### src/pkg/csc_pkg.sv
// Constants, register map and pin bundle of the charger status block.
// Assumes a 100 MHz core clock and a simple strobe register port.
package csc_pkg;
    // Core clock rate
    localparam int unsigned CSC_CLK_MHZ = 100;
    // Interrupt pulse width
    localparam int unsigned CSC_INT_US = 256;
    localparam int unsigned CSC_INT_CYC = CSC_INT_US * CSC_CLK_MHZ;
    // Charge pin blink rate, half period in cycles
    localparam int unsigned CSC_BLINK_HZ = 1;
    localparam int unsigned CSC_BLINK_CYC =
        (CSC_CLK_MHZ * 1000000) / (2 * CSC_BLINK_HZ);
    // Push-button long press
    localparam int unsigned CSC_LONG_S = 15;
    localparam int unsigned CSC_LONG_CYC =
        CSC_LONG_S * CSC_CLK_MHZ * 1000000;
    // Ship entry delay, exit deglitch, reset off time (plain defaults)
    localparam int unsigned CSC_SDLY_MS = 10;
    localparam int unsigned CSC_SDLY_CYC = CSC_SDLY_MS * CSC_CLK_MHZ * 1000;
    localparam int unsigned CSC_DGL_MS = 1;
    localparam int unsigned CSC_DGL_CYC = CSC_DGL_MS * CSC_CLK_MHZ * 1000;
    localparam int unsigned CSC_ROFF_MS = 250;
    localparam int unsigned CSC_ROFF_CYC = CSC_ROFF_MS * CSC_CLK_MHZ * 1000;
    // Adapter current pulse width and counts (plain defaults)
    localparam int unsigned CSC_PW_MS = 100;
    localparam int unsigned CSC_PW_CYC = CSC_PW_MS * CSC_CLK_MHZ * 1000;
    localparam int unsigned CSC_PN_UP = 3;
    localparam int unsigned CSC_PN_DN = 2;
    // Register offsets
    localparam logic [7:0] CSC_A_CTRL = 8'h00;
    localparam logic [7:0] CSC_A_LIMIT = 8'h04;
    localparam logic [7:0] CSC_A_FAULT = 8'h08;
    localparam logic [7:0] CSC_A_STAT = 8'h0C;
    // Control register bits
    localparam int CSC_B_REGRST = 0;
    localparam int CSC_B_PINOFF = 1;
    localparam int CSC_B_OFF = 2;
    localparam int CSC_B_DLY = 3;
    localparam int CSC_B_BRST = 4;
    localparam int CSC_B_PEN = 5;
    localparam int CSC_B_UP = 6;
    localparam int CSC_B_DN = 7;
    localparam int CSC_B_LIMIT_PIN = 8;
    localparam logic [15:0] CSC_CTRL_RST = 16'h0110;
    localparam logic [15:0] CSC_CTRL_WMASK = 16'h01FE;
    // Input limit codes, 50 mA steps from 100 mA
    localparam logic [5:0] CSC_LIMIT_RST = 6'h08;
    localparam logic [5:0] CSC_LIM_100MA = 6'h00;
    // Charge state codes
    localparam logic [1:0] CSC_CHG_IDLE = 2'h0;
    localparam logic [1:0] CSC_CHG_PRE = 2'h1;
    localparam logic [1:0] CSC_CHG_FAST = 2'h2;
    localparam logic [1:0] CSC_CHG_DONE = 2'h3;
    // Asynchronous status inputs from the analog side and pins
    typedef struct packed {
        logic uvlo_ok;
        logic above_bat;
        logic below_ovp;
        logic not_poor;
        logic det_done;
        logic src_id;
        logic suspend;
        logic boost_susp;
        logic [1:0] chg;
        logic [5:0] pin_lim;
        logic [7:0] fault;
        logic btn_n;
    } csc_pins_t;
endpackage

### src/hw/csc_top.sv
// Status outputs, battery switch sequencing and input limit control.
// Assumes async analog status levels and a one-cycle register port.
//
// Chosen here: the address map and the plain strobed port.
`timescale 1ns/1ps
`default_nettype none
module csc_top import csc_pkg::*; #(
    parameter int unsigned INT_CYC = CSC_INT_CYC,
    parameter int unsigned BLINK_CYC = CSC_BLINK_CYC,
    parameter int unsigned LONG_CYC = CSC_LONG_CYC,
    parameter int unsigned DGL_CYC = CSC_DGL_CYC,
    parameter int unsigned SDLY_CYC = CSC_SDLY_CYC,
    parameter int unsigned ROFF_CYC = CSC_ROFF_CYC,
    parameter int unsigned PW_CYC = CSC_PW_CYC,
    parameter int unsigned PN_UP = CSC_PN_UP,
    parameter int unsigned PN_DN = CSC_PN_DN
) (
    // Clock and reset
    input wire logic clk,
    input wire logic resetn,
    // Register port
    input wire logic [7:0] bus_addr,
    input wire logic [15:0] bus_wdata,
    input wire logic bus_wr,
    input wire logic bus_rd,
    output logic [15:0] bus_rdata,
    // Asynchronous status inputs
    input wire csc_pins_t pins,
    // Status outputs
    output logic input_good_n,
    output logic chg_pin_o,
    output logic chg_pin_oe_n,
    output logic int_n,
    // Power path controls
    output logic battery_system_switch,
    output logic [5:0] eff_limit,
    output logic limit_pin_active
);
    // Switch and pulse sequencer states
    typedef enum logic [1:0] {SW_ON, SW_WAIT, SW_SHIP, SW_RST} csc_sw_t;
    typedef enum logic [1:0] {P_IDLE, P_LOW, P_HIGH} csc_pump_t;

    // Reset release synchroniser
    logic [1:0] rsync_r;
    wire rst_n = rsync_r[1];
    always_ff @(posedge clk or negedge resetn) begin
        if (!resetn) rsync_r <= 2'h0;
        else rsync_r <= {rsync_r[0], 1'b1};
    end

    // Two-stage input sync, plus a delayed copy for edges
    csc_pins_t s1_r, s2_r, d_r;
    // Idle levels after reset; a zero button would look pressed
    localparam csc_pins_t PINS_IDLE = '{btn_n: 1'b1, default: '0};
    always_ff @(posedge clk or negedge rst_n) begin
        if (!rst_n) begin
            s1_r <= PINS_IDLE;
            s2_r <= PINS_IDLE;
            d_r <= PINS_IDLE;
        end else begin
            s1_r <= pins;
            s2_r <= s1_r;
            d_r <= s2_r;
        end
    end

    // Register port decode
    wire wr_ctrl = bus_wr && (bus_addr == CSC_A_CTRL);
    wire wr_lim = bus_wr && (bus_addr == CSC_A_LIMIT);
    wire rd_fault = bus_rd && (bus_addr == CSC_A_FAULT);
    // Soft reset is a write strobe, not a stored bit
    wire soft_rst = wr_ctrl && bus_wdata[CSC_B_REGRST];

    // Register state
    logic [15:0] ctrl_r, ctrl_nxt; // Control bits
    logic [5:0] lim_r;             // Programmed input limit
    logic [7:0] flt_r;             // Fault register image
    logic flt_latched_r;           // Fault interrupt already sent
    csc_sw_t sw_r, sw_nxt;         // Switch sequencer
    csc_pump_t pst_r, pst_nxt;     // Pulse sequencer
    logic [31:0] swcnt_r;          // Switch timer
    logic [31:0] pcnt_r;           // Pulse width timer
    logic [31:0] pnum_r;           // Pulses done
    logic [31:0] btn_cnt_r;        // Button low time
    logic [31:0] icnt_r;           // Interrupt pulse timer
    logic [31:0] bcnt_r;           // Blink timer
    logic blink_r;                 // Blink phase

    // Input good combination, now and one cycle back
    wire good_w = s2_r.uvlo_ok && s2_r.above_bat && s2_r.below_ovp
        && s2_r.not_poor && s2_r.det_done;
    wire good_d = d_r.uvlo_ok && d_r.above_bat && d_r.below_ovp
        && d_r.not_poor && d_r.det_done;

    // Interrupt events, each a one-cycle pulse
    wire ev_src = s2_r.src_id && !d_r.src_id;
    wire ev_good = good_w && !good_d;
    wire ev_rm = !s2_r.uvlo_ok && d_r.uvlo_ok;
    wire ev_done = (s2_r.chg == CSC_CHG_DONE) && (d_r.chg != CSC_CHG_DONE);
    // New faults only count while nothing is latched
    wire flt_new = !flt_latched_r && (|s2_r.fault);
    wire ev_any = ev_src || ev_good || ev_rm || ev_done || flt_new;

    // Button timing: one-cycle hits as thresholds are crossed
    wire btn_low = !s2_r.btn_n;
    wire dgl_hit = btn_low && (btn_cnt_r == DGL_CYC - 1);
    wire long_hit = btn_low && (btn_cnt_r == LONG_CYC - 1);
    wire ev_plug = s2_r.uvlo_ok && !d_r.uvlo_ok;

    // Pulse sequencer decode
    wire busy = ctrl_r[CSC_B_UP] || ctrl_r[CSC_B_DN];
    wire [31:0] pn = ctrl_r[CSC_B_UP] ? PN_UP : PN_DN;
    wire pw_end = (pcnt_r == PW_CYC - 1);
    wire p_last = (pst_r == P_HIGH) && pw_end && (pnum_r == pn - 1);
    wire p_abort = (pst_r != P_IDLE) && !ctrl_r[CSC_B_PEN];
    wire pump_end = p_abort || p_last;
    // Start only with protocol on, idle, and exactly one request
    wire up_w = bus_wdata[CSC_B_UP];
    wire dn_w = bus_wdata[CSC_B_DN];
    wire start_ok = ctrl_r[CSC_B_PEN] && bus_wdata[CSC_B_PEN]
        && !busy && (up_w ^ dn_w);
    // Hardware wake from ship mode drops the off request
    wire hw_wake = (sw_r == SW_SHIP) && (ev_plug || dgl_hit);

    // Control register next value
    always_comb begin
        ctrl_nxt = ctrl_r;
        if (wr_ctrl) begin
            ctrl_nxt = bus_wdata & CSC_CTRL_WMASK;
            // Request bits only move on a legal start
            ctrl_nxt[CSC_B_UP] = start_ok ? up_w : ctrl_r[CSC_B_UP];
            ctrl_nxt[CSC_B_DN] = start_ok ? dn_w : ctrl_r[CSC_B_DN];
        end
        if (pump_end) begin
            ctrl_nxt[CSC_B_UP] = 1'b0;
            ctrl_nxt[CSC_B_DN] = 1'b0;
        end
        if (hw_wake) begin
            ctrl_nxt[CSC_B_OFF] = 1'b0;
        end
        if (soft_rst) begin
            ctrl_nxt = CSC_CTRL_RST;
        end
    end

    // Control and limit registers
    always_ff @(posedge clk or negedge rst_n) begin
        if (!rst_n) begin
            ctrl_r <= CSC_CTRL_RST;
            lim_r <= CSC_LIMIT_RST;
        end else begin
            ctrl_r <= ctrl_nxt;
            if (soft_rst) lim_r <= CSC_LIMIT_RST;
            else if (wr_lim) lim_r <= bus_wdata[5:0];
        end
    end

    // Fault latch; a read reloads from live faults so that the
    // second read shows them, and a same-cycle event is not lost
    always_ff @(posedge clk or negedge rst_n) begin
        if (!rst_n) begin
            flt_r <= 8'h00;
            flt_latched_r <= 1'b0;
        end else if (soft_rst) begin
            flt_r <= 8'h00;
            flt_latched_r <= 1'b0;
        end else if (rd_fault) begin
            flt_r <= s2_r.fault;
            flt_latched_r <= |s2_r.fault;
        end else if (flt_new) begin
            flt_r <= s2_r.fault;
            flt_latched_r <= 1'b1;
        end
    end

    // Interrupt pulse timer; retriggers on any event
    always_ff @(posedge clk or negedge rst_n) begin
        if (!rst_n) icnt_r <= 32'h0;
        else if (ev_any) icnt_r <= INT_CYC;
        else if (icnt_r != 32'h0) icnt_r <= icnt_r - 32'h1;
    end

    // Blink divider, equal halves
    always_ff @(posedge clk or negedge rst_n) begin
        if (!rst_n) begin
            bcnt_r <= 32'h0;
            blink_r <= 1'b0;
        end else if (bcnt_r == BLINK_CYC - 1) begin
            bcnt_r <= 32'h0;
            blink_r <= !blink_r;
        end else begin
            bcnt_r <= bcnt_r + 32'h1;
        end
    end

    // Charge pin selection, release means enable high
    wire charging = (s2_r.chg == CSC_CHG_PRE) || (s2_r.chg == CSC_CHG_FAST);
    wire suspended = s2_r.suspend || s2_r.boost_susp;
    wire pin_oe_n_w = ctrl_r[CSC_B_PINOFF] ? 1'b1
        : suspended ? blink_r
        : charging ? 1'b0 : 1'b1;

    // Input limit selection; the pin only counts when enabled
    wire pin_lower = ctrl_r[CSC_B_LIMIT_PIN] && (s2_r.pin_lim < lim_r);
    wire [5:0] sel_lim = pin_lower ? s2_r.pin_lim : lim_r;
    wire [5:0] eff_w = (pst_r == P_LOW) ? CSC_LIM_100MA : sel_lim;

    // Registered status outputs
    always_ff @(posedge clk or negedge rst_n) begin
        if (!rst_n) begin
            input_good_n <= 1'b1;
            chg_pin_o <= 1'b0;
            chg_pin_oe_n <= 1'b1;
            int_n <= 1'b1;
            eff_limit <= CSC_LIMIT_RST;
            limit_pin_active <= 1'b0;
        end else begin
            input_good_n <= !good_w;
            chg_pin_o <= 1'b0;
            chg_pin_oe_n <= pin_oe_n_w;
            int_n <= !(ev_any || (icnt_r > 32'h1));
            eff_limit <= eff_w;
            limit_pin_active <= ctrl_r[CSC_B_LIMIT_PIN];
        end
    end

    // Button low-time counter, saturating at the long press
    always_ff @(posedge clk or negedge rst_n) begin
        if (!rst_n) btn_cnt_r <= 32'h0;
        else if (!btn_low) btn_cnt_r <= 32'h0;
        else if (btn_cnt_r != LONG_CYC) btn_cnt_r <= btn_cnt_r + 32'h1;
    end

    // Switch sequencer next state
    always_comb begin
        sw_nxt = sw_r;
        case (sw_r)
            SW_ON: begin
                if (ctrl_r[CSC_B_OFF]) begin
                    sw_nxt = ctrl_r[CSC_B_DLY] ? SW_WAIT : SW_SHIP;
                end else if (long_hit && ctrl_r[CSC_B_BRST]
                        && !s2_r.uvlo_ok) begin
                    sw_nxt = SW_RST;
                end
            end
            SW_WAIT: begin
                // Request withdrawn during the delay keeps power on
                if (!ctrl_r[CSC_B_OFF]) sw_nxt = SW_ON;
                else if (swcnt_r == SDLY_CYC - 1) sw_nxt = SW_SHIP;
            end
            SW_SHIP: begin
                if (!ctrl_r[CSC_B_OFF] || ev_plug || dgl_hit) begin
                    sw_nxt = SW_ON;
                end
            end
            SW_RST: begin
                if (swcnt_r == ROFF_CYC - 1) sw_nxt = SW_ON;
            end
            default: sw_nxt = SW_ON;
        endcase
    end

    // Switch state, timer and output
    always_ff @(posedge clk or negedge rst_n) begin
        if (!rst_n) begin
            sw_r <= SW_ON;
            swcnt_r <= 32'h0;
            battery_system_switch <= 1'b1;
        end else begin
            sw_r <= sw_nxt;
            swcnt_r <= (sw_nxt != sw_r) ? 32'h0 : swcnt_r + 32'h1;
            battery_system_switch <= (sw_nxt == SW_ON) || (sw_nxt == SW_WAIT);
        end
    end

    // Pulse sequencer next state
    always_comb begin
        pst_nxt = pst_r;
        case (pst_r)
            P_IDLE: begin
                if (busy && ctrl_r[CSC_B_PEN]) pst_nxt = P_LOW;
            end
            P_LOW: begin
                if (p_abort) pst_nxt = P_IDLE;
                else if (pw_end) pst_nxt = P_HIGH;
            end
            P_HIGH: begin
                if (pump_end) pst_nxt = P_IDLE;
                else if (pw_end) pst_nxt = P_LOW;
            end
            default: pst_nxt = P_IDLE;
        endcase
    end

    // Pulse sequencer state and counters
    always_ff @(posedge clk or negedge rst_n) begin
        if (!rst_n) begin
            pst_r <= P_IDLE;
            pcnt_r <= 32'h0;
            pnum_r <= 32'h0;
        end else begin
            pst_r <= pst_nxt;
            pcnt_r <= (pst_nxt != pst_r) ? 32'h0 : pcnt_r + 32'h1;
            if (pst_nxt == P_IDLE) pnum_r <= 32'h0;
            else if (pst_r == P_HIGH && pst_nxt == P_LOW) begin
                pnum_r <= pnum_r + 32'h1;
            end
        end
    end

    // Read data mux, registered for the following cycle
    wire [15:0] stat_w = {5'h00, eff_limit, busy, !input_good_n,
        battery_system_switch, s2_r.chg};
    wire [15:0] rd_val = (bus_addr == CSC_A_CTRL) ? ctrl_r
        : (bus_addr == CSC_A_LIMIT) ? {10'h000, lim_r}
        : (bus_addr == CSC_A_FAULT) ? {8'h00, flt_r}
        : (bus_addr == CSC_A_STAT) ? stat_w : 16'h0000;
    always_ff @(posedge clk or negedge rst_n) begin
        if (!rst_n) bus_rdata <= 16'h0000;
        else bus_rdata <= bus_rd ? rd_val : 16'h0000;
    end
endmodule // csc_top
`default_nettype wire

### config.mk
export PLATFORM = sky130hd
export DESIGN_NAME = csc_top
export DESIGN_NICKNAME = d
export VERILOG_FILES = /design/src/pkg/csc_pkg.sv /design/src/hw/csc_top.sv
export SDC_FILE = /design/constraint.sdc
export NUM_CORES = 1
export LEC_CHECK = 0
export BUFFER_PORTS_ARGS = -buffer_cell sky130_fd_sc_hd__buf_2
export CORE_ASPECT_RATIO = 1.25
export CORE_MARGIN = 5
export CORE_UTILIZATION = 30
export CTS_CLUSTER_DIAMETER = 100
export DETAILED_ROUTE_END_ITERATION = 12
export GPL_TIMING_DRIVEN = 0
export PLACE_DENSITY_LB_ADDON = 0.12
export SYNTH_ARGS = -nofsm -noshare
export SYNTH_HDL_FRONTEND = slang
export SYNTH_SLANG_ARGS = --single-unit
### constraint.sdc
create_clock -name clk -period 11.75 [get_ports clk]
set_input_delay 0.5875 -clock clk [delete_from_list [all_inputs] [get_ports clk]]
set_output_delay 0.5875 -clock clk [all_outputs]
set_load 0.005 [all_outputs]
==> key figures <==
Finish
  – # diodes: 0
  – Layout Cells excl Fill: 2047
  – Most common cell after layout, fill and taps aside: dfrtp_1
  – P&R area growth vs syn: 18.22%
  – Filler Cell Count: 4542
  – Final net count: 1507
  – Most frequent cells in the layout: dfrtp_1 (291), nor2_1 (233), nand2_1 (91)
  – Layout cells sized above 1: 12.25%

GRT
  – Vias in the first global route: 10190
  – Met2 usage: 21.85%
  – Global-route wire length before repair: 53.92 mm
  – GR Util met1: 16.64%
  – Initial antenna violation count: 3
  – Largest net degree at the start of global routing: 64
  – Gr ovfl total: 0
  – GRT Total Usage: 12.80%
  – Top Usage Layer GRT: met2
  – GR Layer Usage met3: 2.461%

Synthesis
  – Register bit total from synthesis: 302
  – Top cells by area, synth: dfrtp_1 (53%), nor2_1 (6.4%), xor2_1 (5.6%), xnor2_1 (4.7%), nand3_1 (3.1%)
  – Synth async-reset ratio: 100.0%
  – Main synth FF type: dfrtp_1
  – Post-synthesis sequential area ratio: 55.34%
  – EDFF count, synth: 0
  – Yosys top cell by area: dfrtp_1
  – Syn Std Cell Area: 0.01368 mm^2
  – Syn Area/Cell: 10.34 um^2
  – Syn Inst Count: 1323
  – Yosys warnings: 0
  – Netlist cell types: 66
  – Synth top area share: 53.42%

Setup path
  – Setup crit end kind: flip-flop
  – Req. time, crit path: 12.16 ns
  – CP Class: flip-flop to flip-flop
  – Critical Path Start Type: flip-flop
  – Arrival time worst endpoint: 3.34 ns
  – Crit-path max FO: 10

Job
  – Max-Cap Viols: 0

CTS
  – CTS root buf: clkbuf_16
  – H-tree Lvls: 2
  – Total clock sinks: 302
  – CTS tree: done
  – Inserted Clock Buffers: 37
  – Post-CTS Repair Setup Buffers: 0
  – Clock-pin slew on the worst setup and hold paths: 0.06 ns
  – Clock buffer depth: 3
  – Clock Latency Late Sink: 0.53 ns

STA
  – Skew final: 0.01817 ns
  – Highest achievable clock rate: 341.5 MHz
  – Fin crit share: 24.92%
  – Unrepaired setup endpoints after global routing: no
  – Min Tclk post-route: 2.928 ns
  – Final Max Slew Viols: 0
  – Final hold violation count: 0
  – Setup violations, final: 0
  – Relative slew slack: 28.58%
  – Setup TNS: 0 ns
  – Min Hold Slack: 0.1610 ns
  – Worst Tran Pin Value: 1.071 ns

Power
  – Pleak: 7.148 nW
  – Clock share of power: 45.8%
  – Logic pwr share: 9.5%
  – Flop pwr share: 44.7%
  – Pint: 1.906 mW
  – PD cells: 158.2 mW/mm^2
  – Switching Fraction: 25.49%
  – Switch Pwr: 651.9 uW
  – Peak VDD IR: 93.06 uV
  – Overall power: 2.558 mW

Floorplanning
  – I/O pin cnt: 81
  – Die height: 248.7 um
  – Die W: 201.0 um
  – Rows: 87
  – Core ar.: 0.04517 mm^2
  – Area of the die: 0.04999 mm^2
  – Initial Util: 30.28%

Route
  – Vias after detailed routing: 9694
  – DRT Wirelength: 31.84 mm
  – DRT iter0 DRCs: 373
  – Via/cell ratio: 4.736
  – DRC: 0
  – Routed wire per std cell: 15.55 um
  – Antenna viol nets, final: 0
  – Initial DRT Pass Iterations: 4

Place
  – Dpl hpwl: 22.61 mm
  – PortBufs: 66
  – Inst Count DP: 1977
  – Routability congestion estimate from global placement: 0.7524

Status
  – Status: finished clean

Worst hold path
  – Min-Delay Path Class: primary input to flip-flop
critical path: stages, from the launching register on:
cell,delay [ns]
dfrtp_1,0.42
ha_1,0.26
nand4_2,0.17
or4_4,0.54
or4_4,0.55
a41oi_2,0.25
nor2_1,0.10
o2bb2ai_4,0.25
buf_6,0.19
nor2_1,0.06
power by group through the flow:
stage                     clock network [mW]  logic, mW  registers [mW]
after floorplan                            0      0.162            1.16
after global placement                     0      0.223            1.18
after detailed placement                   0      0.251            1.16
after CTS                               1.22      0.251            1.14
after global routing                    1.26      0.282            1.15
final                                   1.17      0.244            1.14
metrics by stage:
step                setup WS [ns]  util [%]  cell area [um^2]
finish                      8.822     35.80             16170
global route                8.631     35.80             16170
CTS                         8.753     35.79             16170
detailed placement          8.794     32.97             14890
global placement           -1.634     32.65             14750
floorplan                   2.728         -             13700
layer usage:
metal / vias to the layer above / share of wire, %
li1: 4802 / -
met1: 4714 / 46
met2: 119 / 49
met3: 57 / 3.3
met4: 2 / 2.2
met5: - / 0.035
flip-flops by register name (all words and copies together), names as in the netlist, 2 cells and up:
register   cells
pnum_r        32
eff_limit      6
lim_r          6
s1_r          25
ctrl_r         8
pst_r          2
s2_r          25
sw_r           2
btn_cnt_r     32
d_r            8
swcnt_r       32
bus_rdata     11
pcnt_r        32
flt_r          8
rsync_r        2
icnt_r        32
bcnt_r        32
final timing paths:
path	from	end	slack, ns	cells after the start
min reg2reg	rsync_r[1]	bcnt_r[30]	0.29	0
max reg2reg	btn_cnt_r[0]	swcnt_r[26]	8.82	9
max in group asynchronous	rsync_r[1]	chg_pin_oe_n	10.14	3
min	pins[4]	s1_r[4]	0.16	1
min in group asynchronous	rsync_r[1]	bcnt_r[30]	0.29	0
max	btn_cnt_r[0]	swcnt_r[26]	8.82	9
layout make-up:
| cell class | count | area [um^2] | area share [%] |
|---|---|---|---|
| multi-input combinational | 961 | 5836 | 36.09 |
| tap | 578 | 723.2 | 4.472 |
| clock buffer | 54 | 1112 | 6.878 |
| sequential | 302 | 7574 | 46.83 |
| buffer | 38 | 191.4 | 1.184 |
| inverter | 27 | 101.3 | 0.6267 |
| clock inverter | 14 | 151.4 | 0.9362 |
| timing repair buffer | 73 | 483.0 | 2.986 |
synth_stat cells, types with 3 or more instances:
library cell / count
or4b_2: 3
or3_1: 16
xor2_1: 87
nand3_1: 85
nor3b_1: 4
buf_6: 3
a21oi_1: 34
o31ai_1: 3
nor4b_1: 10
or4_1: 8
or2_2: 4
clkbuf_1: 25
mux2i_1: 30
a211o_1: 3
dfrtp_1: 292
a221oi_1: 5
nand4b_1: 5
nor2_2: 4
a21o_1: 3
xnor2_1: 74
nor2_1: 233
ha_1: 14
o21ai_0: 30
and2_1: 6
nor3_1: 29
o21a_1: 3
nor4_1: 29
a31oi_1: 5
nand2_1: 91
and4_1: 17
nor2b_1: 12
buf_4: 6
inv_1: 27
buf_2: 3
and3_1: 26
nand4_1: 37
dfstp_2: 10
nand3b_1: 4
nand2b_1: 7
logic make-up after synthesis:
group                    after synthesis  share of synthesized area [%]
flip-flops                           302                          55.34
buffers and inverters                 65                          2.140
adder cells (fa/ha/maj)               14                          1.281
other                                  2                        0.05490
multiplexers                          30                          2.195
XOR/XNOR                             161                          10.31
AND/OR/NAND/NOR                      640                          23.42
AO/OA/AOI/OAI                        109                          5.259
what timing repair did:
action	4_1_cts	5_1_grt
hold buffers	1	0
resized for setup	0	0
hold endpoints to repair	2	0
Power figures use the tool's default switching activity.
